**src/pps_pkg.sv**
```systemverilog
// Package of constants, types and register map for the timing pulse block.
// How it works
// Pulses are spaced by a set interval in 10 ms steps, 10 ms to 60 s.
// The active edge rises after reset; a polarity bit makes it fall.
// The pulse moves earlier by a delay in cycles, zero after reset.
// The reference is satellite time, UTC, the local clock or GLONASS time.
// The phase free-runs between fixes, extrapolating from the last one; here it realigns on each tick of a selected non-local reference scale instead.
// Pulses stop while the fix is older than the limit, 60 s by default.
// With the local receiver clock selected the staleness limit is ignored.
// Each active edge lands on a tick of the reference and holds no time.
// With messages on, a request stamped with each leading edge follows it.
// The pulse stays active for a set width, 5 ms by default, then idles.
package pps_pkg;

    // ****************************************************************
    // Timing
    // ****************************************************************
    localparam int CLK_PERIOD_NS = 20;
    localparam int TICK_MS = 10;
    localparam int TICK_CYC = TICK_MS * 1000000 / CLK_PERIOD_NS;
    localparam int WIDTH_MS = 5;
    localparam int WIDTH_CYC = WIDTH_MS * 1000000 / CLK_PERIOD_NS;
    localparam int TICKS_PER_SEC = 1000 / TICK_MS;
    localparam int INTERVAL_MAX_S = 60;
    localparam logic [15:0] INTERVAL_MIN = 16'h0001;
    localparam logic [15:0] INTERVAL_MAX = 16'(INTERVAL_MAX_S * TICKS_PER_SEC);

    // ****************************************************************
    // Register map (byte addresses)
    // ****************************************************************
    localparam logic [7:0] OFS_CTRL = 8'h00;
    localparam logic [7:0] OFS_INTERVAL = 8'h04;
    localparam logic [7:0] OFS_DELAY = 8'h08;
    localparam logic [7:0] OFS_WIDTH = 8'h0c;
    localparam logic [7:0] OFS_STALE = 8'h10;
    localparam logic [7:0] OFS_STATUS = 8'h14;
    localparam logic [7:0] OFS_COUNT = 8'h18;

    // Control field positions.
    localparam int CTRL_POL_BIT = 0;
    localparam int CTRL_TS_LSB = 1;
    localparam int CTRL_ZDA_BIT = 3;
    // Status field positions.
    localparam int ST_STALE_BIT = 0;
    localparam int ST_SUPP_BIT = 1;
    localparam int ST_ACT_BIT = 2;
    localparam int ST_AGE_LSB = 16;

    // Reset values.
    localparam logic [15:0] INTERVAL_RST = 16'(TICKS_PER_SEC);
    localparam logic [31:0] DELAY_RST = 32'h0000_0000;
    localparam logic [15:0] STALE_RST = 16'h003c;

    // ****************************************************************
    // Types
    // ****************************************************************
    typedef enum logic [1:0] {
        TS_SAT,
        TS_UTC,
        TS_LOCAL,
        TS_GLO
    } pps_ts_e;

    typedef enum logic {
        PS_IDLE,
        PS_ACTIVE
    } pps_state_e;

    typedef struct packed {
        logic falling;
        pps_ts_e tscale;
        logic zda_en;
        logic [15:0] interval;
        logic [31:0] delay;
        logic [31:0] width;
        logic [15:0] stale_limit;
    } pps_cfg_s;

    typedef struct packed {
        logic psel;
        logic penable;
        logic pwrite;
        logic [7:0] paddr;
        logic [31:0] pwdata;
    } pps_apb_req_s;

endpackage

```
**src/pps_pulse_gen.sv**
```systemverilog
// Timing pulse generator with APB register access.
`timescale 1ns/1ns
module pps_pulse_gen
#(
    parameter int TICK_CYCLES = pps_pkg::TICK_CYC,
    parameter logic [31:0] WIDTH_RST = 32'(pps_pkg::WIDTH_CYC)
)
(
    // Clock and reset.
    input wire logic pclk,
    input wire logic presetn,
    // APB slave.
    input wire logic psel,
    input wire logic penable,
    input wire logic pwrite,
    input wire logic [7:0] paddr,
    input wire logic [31:0] pwdata,
    output logic [31:0] prdata,
    output logic pready,
    output logic pslverr,
    // Navigation engine: 10 ms ticks per time scale and fix strobe.
    input wire logic [3:0] ref_tick,
    input wire logic fix_strobe,
    // Pulse and time message request.
    output logic timing_pulse_output,
    output logic zda_req,
    output logic [31:0] zda_stamp
);
    import pps_pkg::*;

    // ****************************************************************
    // Register decode
    // ****************************************************************

    // Returns one when the address names a mapped register.
    function automatic logic is_mapped(input logic [7:0] a);
        is_mapped = (a == OFS_CTRL) || (a == OFS_INTERVAL) ||
            (a == OFS_DELAY) || (a == OFS_WIDTH) || (a == OFS_STALE) ||
            (a == OFS_STATUS) || (a == OFS_COUNT);
    endfunction

    pps_apb_req_s req;
    pps_cfg_s cfg_ff;
    pps_cfg_s nxt_cfg;
    logic pready_ff;
    logic nxt_pready;
    logic pslverr_ff;
    logic nxt_pslverr;
    logic [31:0] prdata_ff;
    logic [31:0] nxt_prdata;
    logic wr_take;
    logic [31:0] status_word;

    logic stale_ff;
    logic nxt_stale;
    logic supp_ff;
    logic nxt_supp;
    logic [15:0] age_ff;
    logic [15:0] nxt_age;
    logic [6:0] sub_ff;
    logic [6:0] nxt_sub;
    logic [15:0] ic_ff;
    logic [15:0] nxt_ic;
    logic [31:0] wcnt_ff;
    logic [31:0] nxt_wcnt;
    logic [31:0] pcount_ff;
    logic [31:0] nxt_pcount;
    pps_state_e state_ff;
    pps_state_e nxt_state;
    logic out_ff;
    logic nxt_out;
    logic zda_ff;
    logic nxt_zda;
    logic [31:0] stamp_ff;
    logic [31:0] nxt_stamp;
    logic tick;
    logic realign;
    logic [31:0] lead;
    logic start;
    logic [15:0] ivl;

    assign req = '{psel, penable, pwrite, paddr, pwdata};
    // The write lands on the edge where the master sees pready high.
    assign wr_take = req.psel && req.penable && req.pwrite && pready_ff;
    assign status_word = {age_ff, 13'h0000, (state_ff == PS_ACTIVE),
        supp_ff, stale_ff};

    // ****************************************************************
    // APB slave
    // ****************************************************************

    // Answer on the second access cycle; unmapped addresses raise pslverr.
    always_comb
    begin
        nxt_pready = req.psel && req.penable && !pready_ff;
        nxt_pslverr = nxt_pready && !is_mapped(req.paddr);
        nxt_prdata = 32'h0000_0000;
        if (nxt_pready && !req.pwrite)
        begin
            unique case (req.paddr)
                OFS_CTRL: nxt_prdata = {28'h0000000, cfg_ff.zda_en,
                    cfg_ff.tscale, cfg_ff.falling};
                OFS_INTERVAL: nxt_prdata = {16'h0000, cfg_ff.interval};
                OFS_DELAY: nxt_prdata = cfg_ff.delay;
                OFS_WIDTH: nxt_prdata = cfg_ff.width;
                OFS_STALE: nxt_prdata = {16'h0000, cfg_ff.stale_limit};
                OFS_STATUS: nxt_prdata = status_word;
                OFS_COUNT: nxt_prdata = pcount_ff;
                default: nxt_prdata = 32'h0000_0000;
            endcase
        end
        nxt_cfg = cfg_ff;
        if (wr_take)
        begin
            unique case (req.paddr)
                OFS_CTRL:
                begin
                    nxt_cfg.falling = req.pwdata[CTRL_POL_BIT];
                    nxt_cfg.tscale =
                        pps_ts_e'(req.pwdata[CTRL_TS_LSB +: 2]);
                    nxt_cfg.zda_en = req.pwdata[CTRL_ZDA_BIT];
                end
                OFS_INTERVAL:
                begin
                    // Out-of-range intervals are clamped to the limits.
                    if (req.pwdata > {16'h0000, INTERVAL_MAX})
                        nxt_cfg.interval = INTERVAL_MAX;
                    else if (req.pwdata[15:0] < INTERVAL_MIN)
                        nxt_cfg.interval = INTERVAL_MIN;
                    else
                        nxt_cfg.interval = req.pwdata[15:0];
                end
                OFS_DELAY: nxt_cfg.delay = req.pwdata;
                OFS_WIDTH: nxt_cfg.width = req.pwdata;
                OFS_STALE: nxt_cfg.stale_limit = req.pwdata[15:0];
                default: nxt_cfg = cfg_ff;
            endcase
        end
    end

    // Register the bus answer and the configuration.
    always_ff @(posedge pclk or negedge presetn)
    begin
        if (!presetn)
        begin
            pready_ff <= 1'b0;
            pslverr_ff <= 1'b0;
            prdata_ff <= 32'h0000_0000;
            cfg_ff.falling <= 1'b0;
            cfg_ff.tscale <= TS_SAT;
            cfg_ff.zda_en <= 1'b0;
            cfg_ff.interval <= INTERVAL_RST;
            cfg_ff.delay <= DELAY_RST;
            cfg_ff.width <= WIDTH_RST;
            cfg_ff.stale_limit <= STALE_RST;
        end
        else
        begin
            pready_ff <= nxt_pready;
            pslverr_ff <= nxt_pslverr;
            prdata_ff <= nxt_prdata;
            cfg_ff <= nxt_cfg;
        end
    end

    // ****************************************************************
    // Reference phase
    // ****************************************************************

    // The local clock never realigns, so it runs on the pclk divider only.
    assign realign = (cfg_ff.tscale != TS_LOCAL) &&
        ref_tick[cfg_ff.tscale];
    // The lead is kept inside one tick period.
    assign lead = (cfg_ff.delay < 32'(TICK_CYCLES)) ? cfg_ff.delay :
        32'(TICK_CYCLES - 1);

    pps_phase_ctr #(
        .PERIOD(TICK_CYCLES)
    ) u_phase (
        .pclk(pclk),
        .presetn(presetn),
        .realign(realign),
        .lead(lead),
        .tick(tick)
    );

    // ****************************************************************
    // Fix age and interval
    // ****************************************************************

    assign ivl = cfg_ff.interval;
    assign start = tick && (ic_ff == ivl - 16'h0001);

    // Age in seconds since the last fix, saturating; intervals in ticks.
    always_comb
    begin
        nxt_sub = sub_ff;
        nxt_age = age_ff;
        if (fix_strobe)
        begin
            nxt_sub = 7'h00;
            nxt_age = 16'h0000;
        end
        else if (tick)
        begin
            if (sub_ff == 7'(TICKS_PER_SEC - 1))
            begin
                nxt_sub = 7'h00;
                if (age_ff != 16'hffff)
                    nxt_age = age_ff + 16'h0001;
            end
            else
                nxt_sub = sub_ff + 7'h01;
        end
        nxt_stale = (age_ff > cfg_ff.stale_limit);
        nxt_supp = nxt_stale && (cfg_ff.tscale != TS_LOCAL);
        nxt_ic = ic_ff;
        if (tick)
            nxt_ic = (ic_ff >= ivl - 16'h0001) ? 16'h0000 : ic_ff + 16'h0001;
    end

    // Register the age and interval state.
    always_ff @(posedge pclk or negedge presetn)
    begin
        if (!presetn)
        begin
            sub_ff <= 7'h00;
            age_ff <= 16'h0000;
            stale_ff <= 1'b0;
            supp_ff <= 1'b0;
            ic_ff <= 16'h0000;
        end
        else
        begin
            sub_ff <= nxt_sub;
            age_ff <= nxt_age;
            stale_ff <= nxt_stale;
            supp_ff <= nxt_supp;
            ic_ff <= nxt_ic;
        end
    end

    // ****************************************************************
    // Pulse shaping and time message
    // ****************************************************************

    // Start a pulse on the interval tick unless suppressed; hold for width.
    always_comb
    begin
        nxt_state = state_ff;
        nxt_wcnt = wcnt_ff;
        nxt_pcount = pcount_ff;
        nxt_zda = 1'b0;
        nxt_stamp = stamp_ff;
        if (start && !supp_ff)
        begin
            nxt_state = PS_ACTIVE;
            nxt_wcnt = (cfg_ff.width == 32'h0000_0000) ? 32'h0000_0000 :
                cfg_ff.width - 32'h0000_0001;
            nxt_pcount = pcount_ff + 32'h0000_0001;
            nxt_zda = cfg_ff.zda_en;
            nxt_stamp = pcount_ff + 32'h0000_0001;
        end
        else
        begin
            unique case (state_ff)
                PS_IDLE: nxt_state = PS_IDLE;
                PS_ACTIVE:
                begin
                    if (wcnt_ff == 32'h0000_0000)
                        nxt_state = PS_IDLE;
                    else
                        nxt_wcnt = wcnt_ff - 32'h0000_0001;
                end
            endcase
        end
        nxt_out = (nxt_state == PS_ACTIVE) ^ cfg_ff.falling;
    end

    // Register the pulse state and outputs.
    always_ff @(posedge pclk or negedge presetn)
    begin
        if (!presetn)
        begin
            state_ff <= PS_IDLE;
            wcnt_ff <= 32'h0000_0000;
            pcount_ff <= 32'h0000_0000;
            out_ff <= 1'b0;
            zda_ff <= 1'b0;
            stamp_ff <= 32'h0000_0000;
        end
        else
        begin
            state_ff <= nxt_state;
            wcnt_ff <= nxt_wcnt;
            pcount_ff <= nxt_pcount;
            out_ff <= nxt_out;
            zda_ff <= nxt_zda;
            stamp_ff <= nxt_stamp;
        end
    end

    assign prdata = prdata_ff;
    assign pready = pready_ff;
    assign pslverr = pslverr_ff;
    assign timing_pulse_output = out_ff;
    assign zda_req = zda_ff;
    assign zda_stamp = stamp_ff;
endmodule

```
**src/pps_phase_ctr.sv**
```systemverilog
// Extrapolating 10 ms phase counter with an advanced tick output.
`timescale 1ns/1ns
module pps_phase_ctr
#(
    parameter int PERIOD = 500000
)
(
    // Clock and reset.
    input wire logic pclk,
    input wire logic presetn,
    // Reference tick that realigns the phase.
    input wire logic realign,
    // Lead in cycles, already clamped below the period.
    input wire logic [31:0] lead,
    // Tick that fires lead cycles before each boundary.
    output logic tick
);
    import pps_pkg::*;

    localparam logic [31:0] LAST = 32'(PERIOD - 1);

    logic [31:0] cnt_ff;
    logic [31:0] nxt_cnt;
    logic tick_ff;
    logic nxt_tick;

    // Free-run between reference ticks and restart on each one.
    always_comb
    begin
        if (realign)
            nxt_cnt = 32'h0000_0000;
        else if (cnt_ff == LAST)
            nxt_cnt = 32'h0000_0000;
        else
            nxt_cnt = cnt_ff + 32'h0000_0001;
        nxt_tick = (nxt_cnt == LAST - lead);
    end

    // Register the phase and the tick.
    always_ff @(posedge pclk or negedge presetn)
    begin
        if (!presetn)
        begin
            cnt_ff <= 32'h0000_0000;
            tick_ff <= 1'b0;
        end
        else
        begin
            cnt_ff <= nxt_cnt;
            tick_ff <= nxt_tick;
        end
    end

    assign tick = tick_ff;
endmodule

```
**config.mk**
```make
export PLATFORM = sky130hd
export DESIGN_NAME = pps_pulse_gen
export DESIGN_NICKNAME = d
export VERILOG_FILES = /design/src/pps_pkg.sv /design/src/pps_pulse_gen.sv /design/src/pps_phase_ctr.sv
export SDC_FILE = /design/constraint.sdc
export NUM_CORES = 1
export LEC_CHECK = 0
export BUFFER_PORTS_ARGS = -buffer_cell sky130_fd_sc_hd__buf_2
export CORE_ASPECT_RATIO = 2
export CORE_MARGIN = 2
export CORE_UTILIZATION = 40
export CTS_BUF_LIST = sky130_fd_sc_hd__clkbuf_4 sky130_fd_sc_hd__clkbuf_8
export DETAILED_ROUTE_END_ITERATION = 8
export GPL_ROUTABILITY_DRIVEN = 0
export PLACE_DENSITY = 0.66
export SYNTH_ARGS = -nofsm -noshare
export SYNTH_HDL_FRONTEND = slang
export SYNTH_SLANG_ARGS = --single-unit
```
**constraint.sdc**
```tcl
create_clock -name pclk -period 5.7 [get_ports pclk]
set_input_delay 0.855 -clock pclk [delete_from_list [all_inputs] [get_ports pclk]]
set_output_delay 0.855 -clock pclk [all_outputs]
set_load 0.03 [all_outputs]
```
* Word level (Yosys, flattened, before mapping) *
Index checks and enable logic that the tools add are counted.

storage, ports and cells
  register bits after elaboration = 275
  bits in latches = 0
  memory bits (writable) = 0
  bits in read-only memories = 0
  input bits = 50
  output and inout bits = 68
  memories = 0

cells by class
  add/subtract/negate cells = 9
  multiply operators = 0
  divide/modulo/power cells = 0
  $lt $le $gt $ge = 6
  eq/ne operators = 13
  shift operators = 0
  multiplexer cells = 25
  bitwise operators = 2
  reductions and logical operators = 34

operators with widths
  kind                    number
  $mux 32                 8
  $pmux 32 s7             1
  $mux 16                 7
  $add 32x1->32 const B   2
  $logic_not 32->1        2
  $sub 32x1->32 const B   2
  $add 16x1->16 const B   2
  $eq 32x19->1 const B    1
  $eq 32x32->1            1
  $gt 32x13->1 const B    1
  $lt 32x19->1 const B    1
  $sub 19x32->32 const A  1
  $eq 8x5->1 const B      3
  $mux 7                  3
  $eq 16x16->1            1
  $eq 8x4->1 const B      2
  $ge 16x16->1            1
  $gt 16x16->1            1
  $lt 16x1->1 const B     1
  $ne 16x16->1 const B    1
  $sub 16x1->16 const B   1
  $reduce_and 2->1        6
  $logic_and 1x1->1       10
  $eq 8x3->1 const B      1
  other kinds (14)        29

* Longest topological paths before layout *
  word-level depth = 9
  gate-level depth with buffers = 18
  gate-level depth less buffers = 15

* Hierarchy *
A second synthesis with hierarchy kept.

unflattened totals
  cell total of the unflattened synthesis = 1,630
  area, all modules = 15,860.2 um^2

by module, submodules not included
  module         times used  cells an instance  area each (um^2)
  pps_pulse_gen  1           1,291              12,964.9
  pps_phase_ctr  1           339                2,895.3

* Least setup slack after synthesis *
OpenSTA, ideal clock, no wires.

  kind = register to register
  start = register cfg_ff (netlist bit ivl[4])
  end = register wcnt_ff[12]
  library setup time = 77 ps
  arrival = 4,243 ps
  required time = 5,623 ps
  path slack = 1,380 ps
  cell stages (with the launch flop) = 19
  path buffers = 4
  cell sequence = dfrtp_1 > clkbuf_1 > or4_1 > or3_1 > or2_2 > nor4_1 > xnor2_1 > ha_1 > nand4_1 > or2_2 > or3_1 > clkbuf_1 > nor2_1 > clkbuf_1 > clkbuf_1 > nand2_1 > nand2_1 > a21oi_1 > a21oi_1

between the ends
  longest elaborated chain between the ends = 6
  elaborated cells between the ends (all ways) = 8
  those cells by class = add/sub: 1; eq/ne: 2; mux: 1; reduce/logical: 4

ends and longest elaborated chain
  item                                                       RTL line              text
  start: declaration                                         pps_pulse_gen.sv:43   pps_cfg_s cfg_ff;
  start signal: assignment                                   pps_pulse_gen.sv:162  cfg_ff <= nxt_cfg;
  $sub 16x1->16 *                                            pps_pulse_gen.sv:192  assign start = tick && (ic_ff == ivl - 16'h0001);
  $eq 16x16->1 *                                             pps_pulse_gen.sv:192
  $logic_and 1x1->1 *                                        pps_pulse_gen.sv:192
  $logic_and 1x1->1 *                                        pps_pulse_gen.sv:255  if (start && !supp_ff)
  $ne 2x2->1 (no line) or $reduce_bool 2->1 (tied branches)  --
  $reduce_and 2->1 (no line)                                 --
  end signal: assignment                                     pps_pulse_gen.sv:295  wcnt_ff <= nxt_wcnt;
  end: declaration                                           pps_pulse_gen.sv:64   logic [31:0] wcnt_ff;

Every way passes the cells marked *; elsewhere a longest branch is shown, timed or not.
A chain may end at the register's enable or synchronous reset.

* Worst setup path after layout *
  start = register cfg_ff (netlist bit ivl[4])
  end = register wcnt_ff[30]

Same word-level chain as after synthesis.

==> impl_metrics.json <==
{
  "outcome": "finished, final reports clean",
  "worst_hold_path_class": "in -> async",
  "netlist-cell-type-count": 65,
  "drc": 0,
  "drt_wl_total_um": 49010,
  "post_synth_fa_ha_maj_area_fraction_pct": 3.369,
  "first_iter_violations": 1094,
  "clock_sinks": 275,
  "syn_area_per_cell_um2": 9.289,
  "worst_setup_path_end_kind": "register",
  "core_region_area_mm2": 0.03779,
  "final_worst_path_period_share_pct": 82.63,
  "critical_path.cell_chain": "or4_1, or3_1, or2_2, nor3b_1, xnor2_1, ha_1, nand4_1, or2_2, or3_1, buf_4, nor2_2, buf_4, nand2_1, a31oi_1, nor2_1, a211oi_1",
  "post_synthesis_cells": 1639,
  "post_synth_instance_area_mm2": 0.01522,
  "cellPowerDensity_mw_per_mm2": 232.8,
  "hold_buffers": 0,
  "grt_max_degree": 131,
  "portBuffers": 116,
  "setup_viol": 0,
  "die_y_um": 279.9,
  "grt-ovfl-total": 0,
  "final_hold_violating_endpoints": 0,
  "setup.worst_path.start_class": "register",
  "postPlaceCellArea_mm2": 0.01630,
  "synth_compound_gate_area_share_pct": 12.85,
  "cts_buffers": 41,
  "worst_path_largest_cell_delay_ps": 530,
  "critical_path.top_delay_family": "simple AND/OR/NAND/NOR gates",
  "routed_wire_length_per_instance_um": 21.89,
  "die_width_um": 142.0,
  "post-place-cells": 2162,
  "critPathKind": "reg -> reg",
  "p_leak_uw": 0.008101,
  "final_max_slew_viol_count": 0,
  "ys_top_cells_by_area": "sky130_fd_sc_hd__dfrtp_1, sky130_fd_sc_hd__mux2_2, sky130_fd_sc_hd__nand2_1",
  "clk_path_buf_depth": 3,
  "ctsResizeCount": 0,
  "clock_skew_ps": 48.46,
  "cts.root.buffer_cell": "sky130_fd_sc_hd__clkbuf_8",
  "dr_total_vias": 13330,
  "clk-insertion-delay-late_ps": 590,
  "tritoncts": "yes",
  "starting_density_of_the_core_pct": 40.29,
  "slowest_cell_on_the_critical_path": "sky130_fd_sc_hd__or4_1",
  "timing.critical_path.buf_inv": 2,
  "io_pins": 118,
  "firstDrtPassIters": 6,
  "slew-limit-headroom_pct": 28.23,
  "reg_to_reg_start": "ivl[4]",
  "ctsHtreeMaxLevel": 2,
  "maxCapViolations": 0,
  "syn_nets": 1730,
  "fmax_ghz": 0.2123,
  "grt_setup_unrepaired": "no",
  "synthSimpleGateAreaFrac_pct": 21.13,
  "layout-drive-gt1-share_pct": 17.77,
  "seq_area_frac_synth_pct": 45.32,
  "synth.ff_latch_count": 275,
  "cp.required_ps": 6180,
  "vdd_ir_drop_max_v": 0.0002116,
  "number_of_antenna_violations_at_the_first_check_in_global_routing": 3,
  "fin_total_pwr_uw": 4023,
  "finalWorstPathRequiredPeriod_ps": 4710,
  "fraction_of_registers_with_async_set_reset_pct": 100.0,
  "synth_xor_xnor_area_share_pct": 8.399,
  "yosysTopAreaCellShare_pct": 42.90,
  "layout_common_cells": "sky130_fd_sc_hd__dfrtp_1, sky130_fd_sc_hd__nand2_1, sky130_fd_sc_hd__nor2_1, sky130_fd_sc_hd__buf_2, sky130_fd_sc_hd__a21oi_1",
  "synthDominantAreaCellType": "sky130_fd_sc_hd__dfrtp_1",
  "worstSetupStartpoint": "ivl[4]",
  "die_area_mm2": 0.03973,
  "final_core_util_pct": 45.73,
  "tns_ps": 0,
  "synthMuxAreaShare_pct": 5.777,
  "final_cell_count_without_fillers": 2239,
  "final_antenna_net_count": 0,
  "design.final.nets": 1833,
  "syn_to_final_growth_pct": 13.50,
  "synth_enable_flop_cells": 0,
  "fillers": 3560,
  "arrival_ps": 5190,
  "layout_commonest_cell": "sky130_fd_sc_hd__dfrtp_1",
  "viasPerCell": 5.952,
  "main_combinational_cell_family_by_area_after_synthesis": "simple AND/OR/NAND/NOR gates",
  "std_cell_rows": 101,
  "timing_worst_slew_pin_value_ps": 1067,
  "postCtsSetupBuffers": 0,
  "dp_hpwl_um": 36270,
  "finalInstanceArea_mm2": 0.01728,
  "track_usage_pct": 24.71,
  "path_max_fanout": 32,
  "first_global_vias": 13330,
  "clk_transition_reported_paths_ps": 70,
  "grt_pass1_wl_um": 74980,
  "synth.yosys.warnings": 0,
  "dominantRegCellSynth": "sky130_fd_sc_hd__dfrtp_1"
}
-- cell families after synthesis --
family          after synthesis
simple gates                669
compound gates              302
flops                       275
xor+xnor                    146
buf+inv                     127
mux                          79
fa+ha+maj                    41
-- path summary, 6_finish.rpt --
| kind | endpoint | slack, ps | depth (start not counted) |
|---|---|---|---|
| min reg2reg | cfg_ff[3] | 540 | 2 |
| min in group pclk | cfg_ff[3] | 540 | 2 |
| min | zda_stamp[9] | 260 | 1 |
| max reg2reg | wcnt_ff[30] | 990 | 16 |
| max | wcnt_ff[30] | 990 | 16 |
| max in group asynchronous | u_phase.cnt_ff[13] | 4100 | 2 |
-- cell usage after synthesis, types with 9 or more instances --
cell,count
sky130_fd_sc_hd__dfrtp_1,261
sky130_fd_sc_hd__nand2_1,205
sky130_fd_sc_hd__nor2_1,159
sky130_fd_sc_hd__a21oi_1,113
sky130_fd_sc_hd__xnor2_1,80
sky130_fd_sc_hd__mux2_2,71
sky130_fd_sc_hd__clkbuf_1,67
sky130_fd_sc_hd__xor2_1,66
sky130_fd_sc_hd__nand3_1,63
sky130_fd_sc_hd__o21ai_0,55
sky130_fd_sc_hd__nor3_1,53
sky130_fd_sc_hd__inv_1,51
sky130_fd_sc_hd__ha_1,41
sky130_fd_sc_hd__nor4_1,39
sky130_fd_sc_hd__nand4_1,34
sky130_fd_sc_hd__a222oi_1,30
sky130_fd_sc_hd__a31oi_1,21
sky130_fd_sc_hd__or3_1,21
sky130_fd_sc_hd__nand2b_1,16
sky130_fd_sc_hd__and3_1,15
sky130_fd_sc_hd__dfstp_2,14
sky130_fd_sc_hd__a21o_1,13
sky130_fd_sc_hd__or4_1,12
sky130_fd_sc_hd__and2_1,9
sky130_fd_sc_hd__and4_1,9
sky130_fd_sc_hd__or2_2,9
-- registers in the layout, indices dropped and copies added, names as in the netlist, 7 cells and up --
register and flops:
ic_ff 16, ivl 16, sub_ff 7, age_ff 16, u_phase.cnt_ff 32, cfg_ff 84, prdata 32, wcnt_ff 32
zda_stamp 32
-- where the power goes --
group / total [µW] / internal, µW / switching (µW) / leakage [µW]
Clock: 1920 / 1110 / 811 / 0.000512
Sequential: 1970 / 1960 / 8.66 / 0.00371
Combinational: 140 / 35.7 / 104 / 0.00388
Total: 4020 / 3100 / 923 / 0.00810
-- metal layers --
metal	share of wire [%]	global-route usage [%]
met2	52	45.02
met4	8.7	18.92
met3	5.2	3.641
met1	35	24.93
met5	0.031	0
-- cell type report --
cell class                      count  area (µm²)  share of cell area (%)
Inverter                           51       191.4                   1.108
Tap cell                          463       579.3                   3.352
Antenna cell                        3       7.507                 0.04344
Clock inverter                     13       196.4                   1.137
Clock buffer                       61       777.0                   4.496
Sequential cell                   275        6899                   39.92
Timing Repair Buffer              136       753.2                   4.359
Multi-Input combinational cell   1237        7876                   45.58
-- stage by stage --
stage / hold slack [ps] / setup slack (ps)
after floorplan: 457.9 / 1380
after global placement: 511.9 / 1084
after detailed placement: 519.7 / 1055
after CTS: 280.9 / 1000
after global routing: 323.5 / 779.0
final: 262.6 / 990.3
No activity file was read; power rests on OpenSTA's default activity.
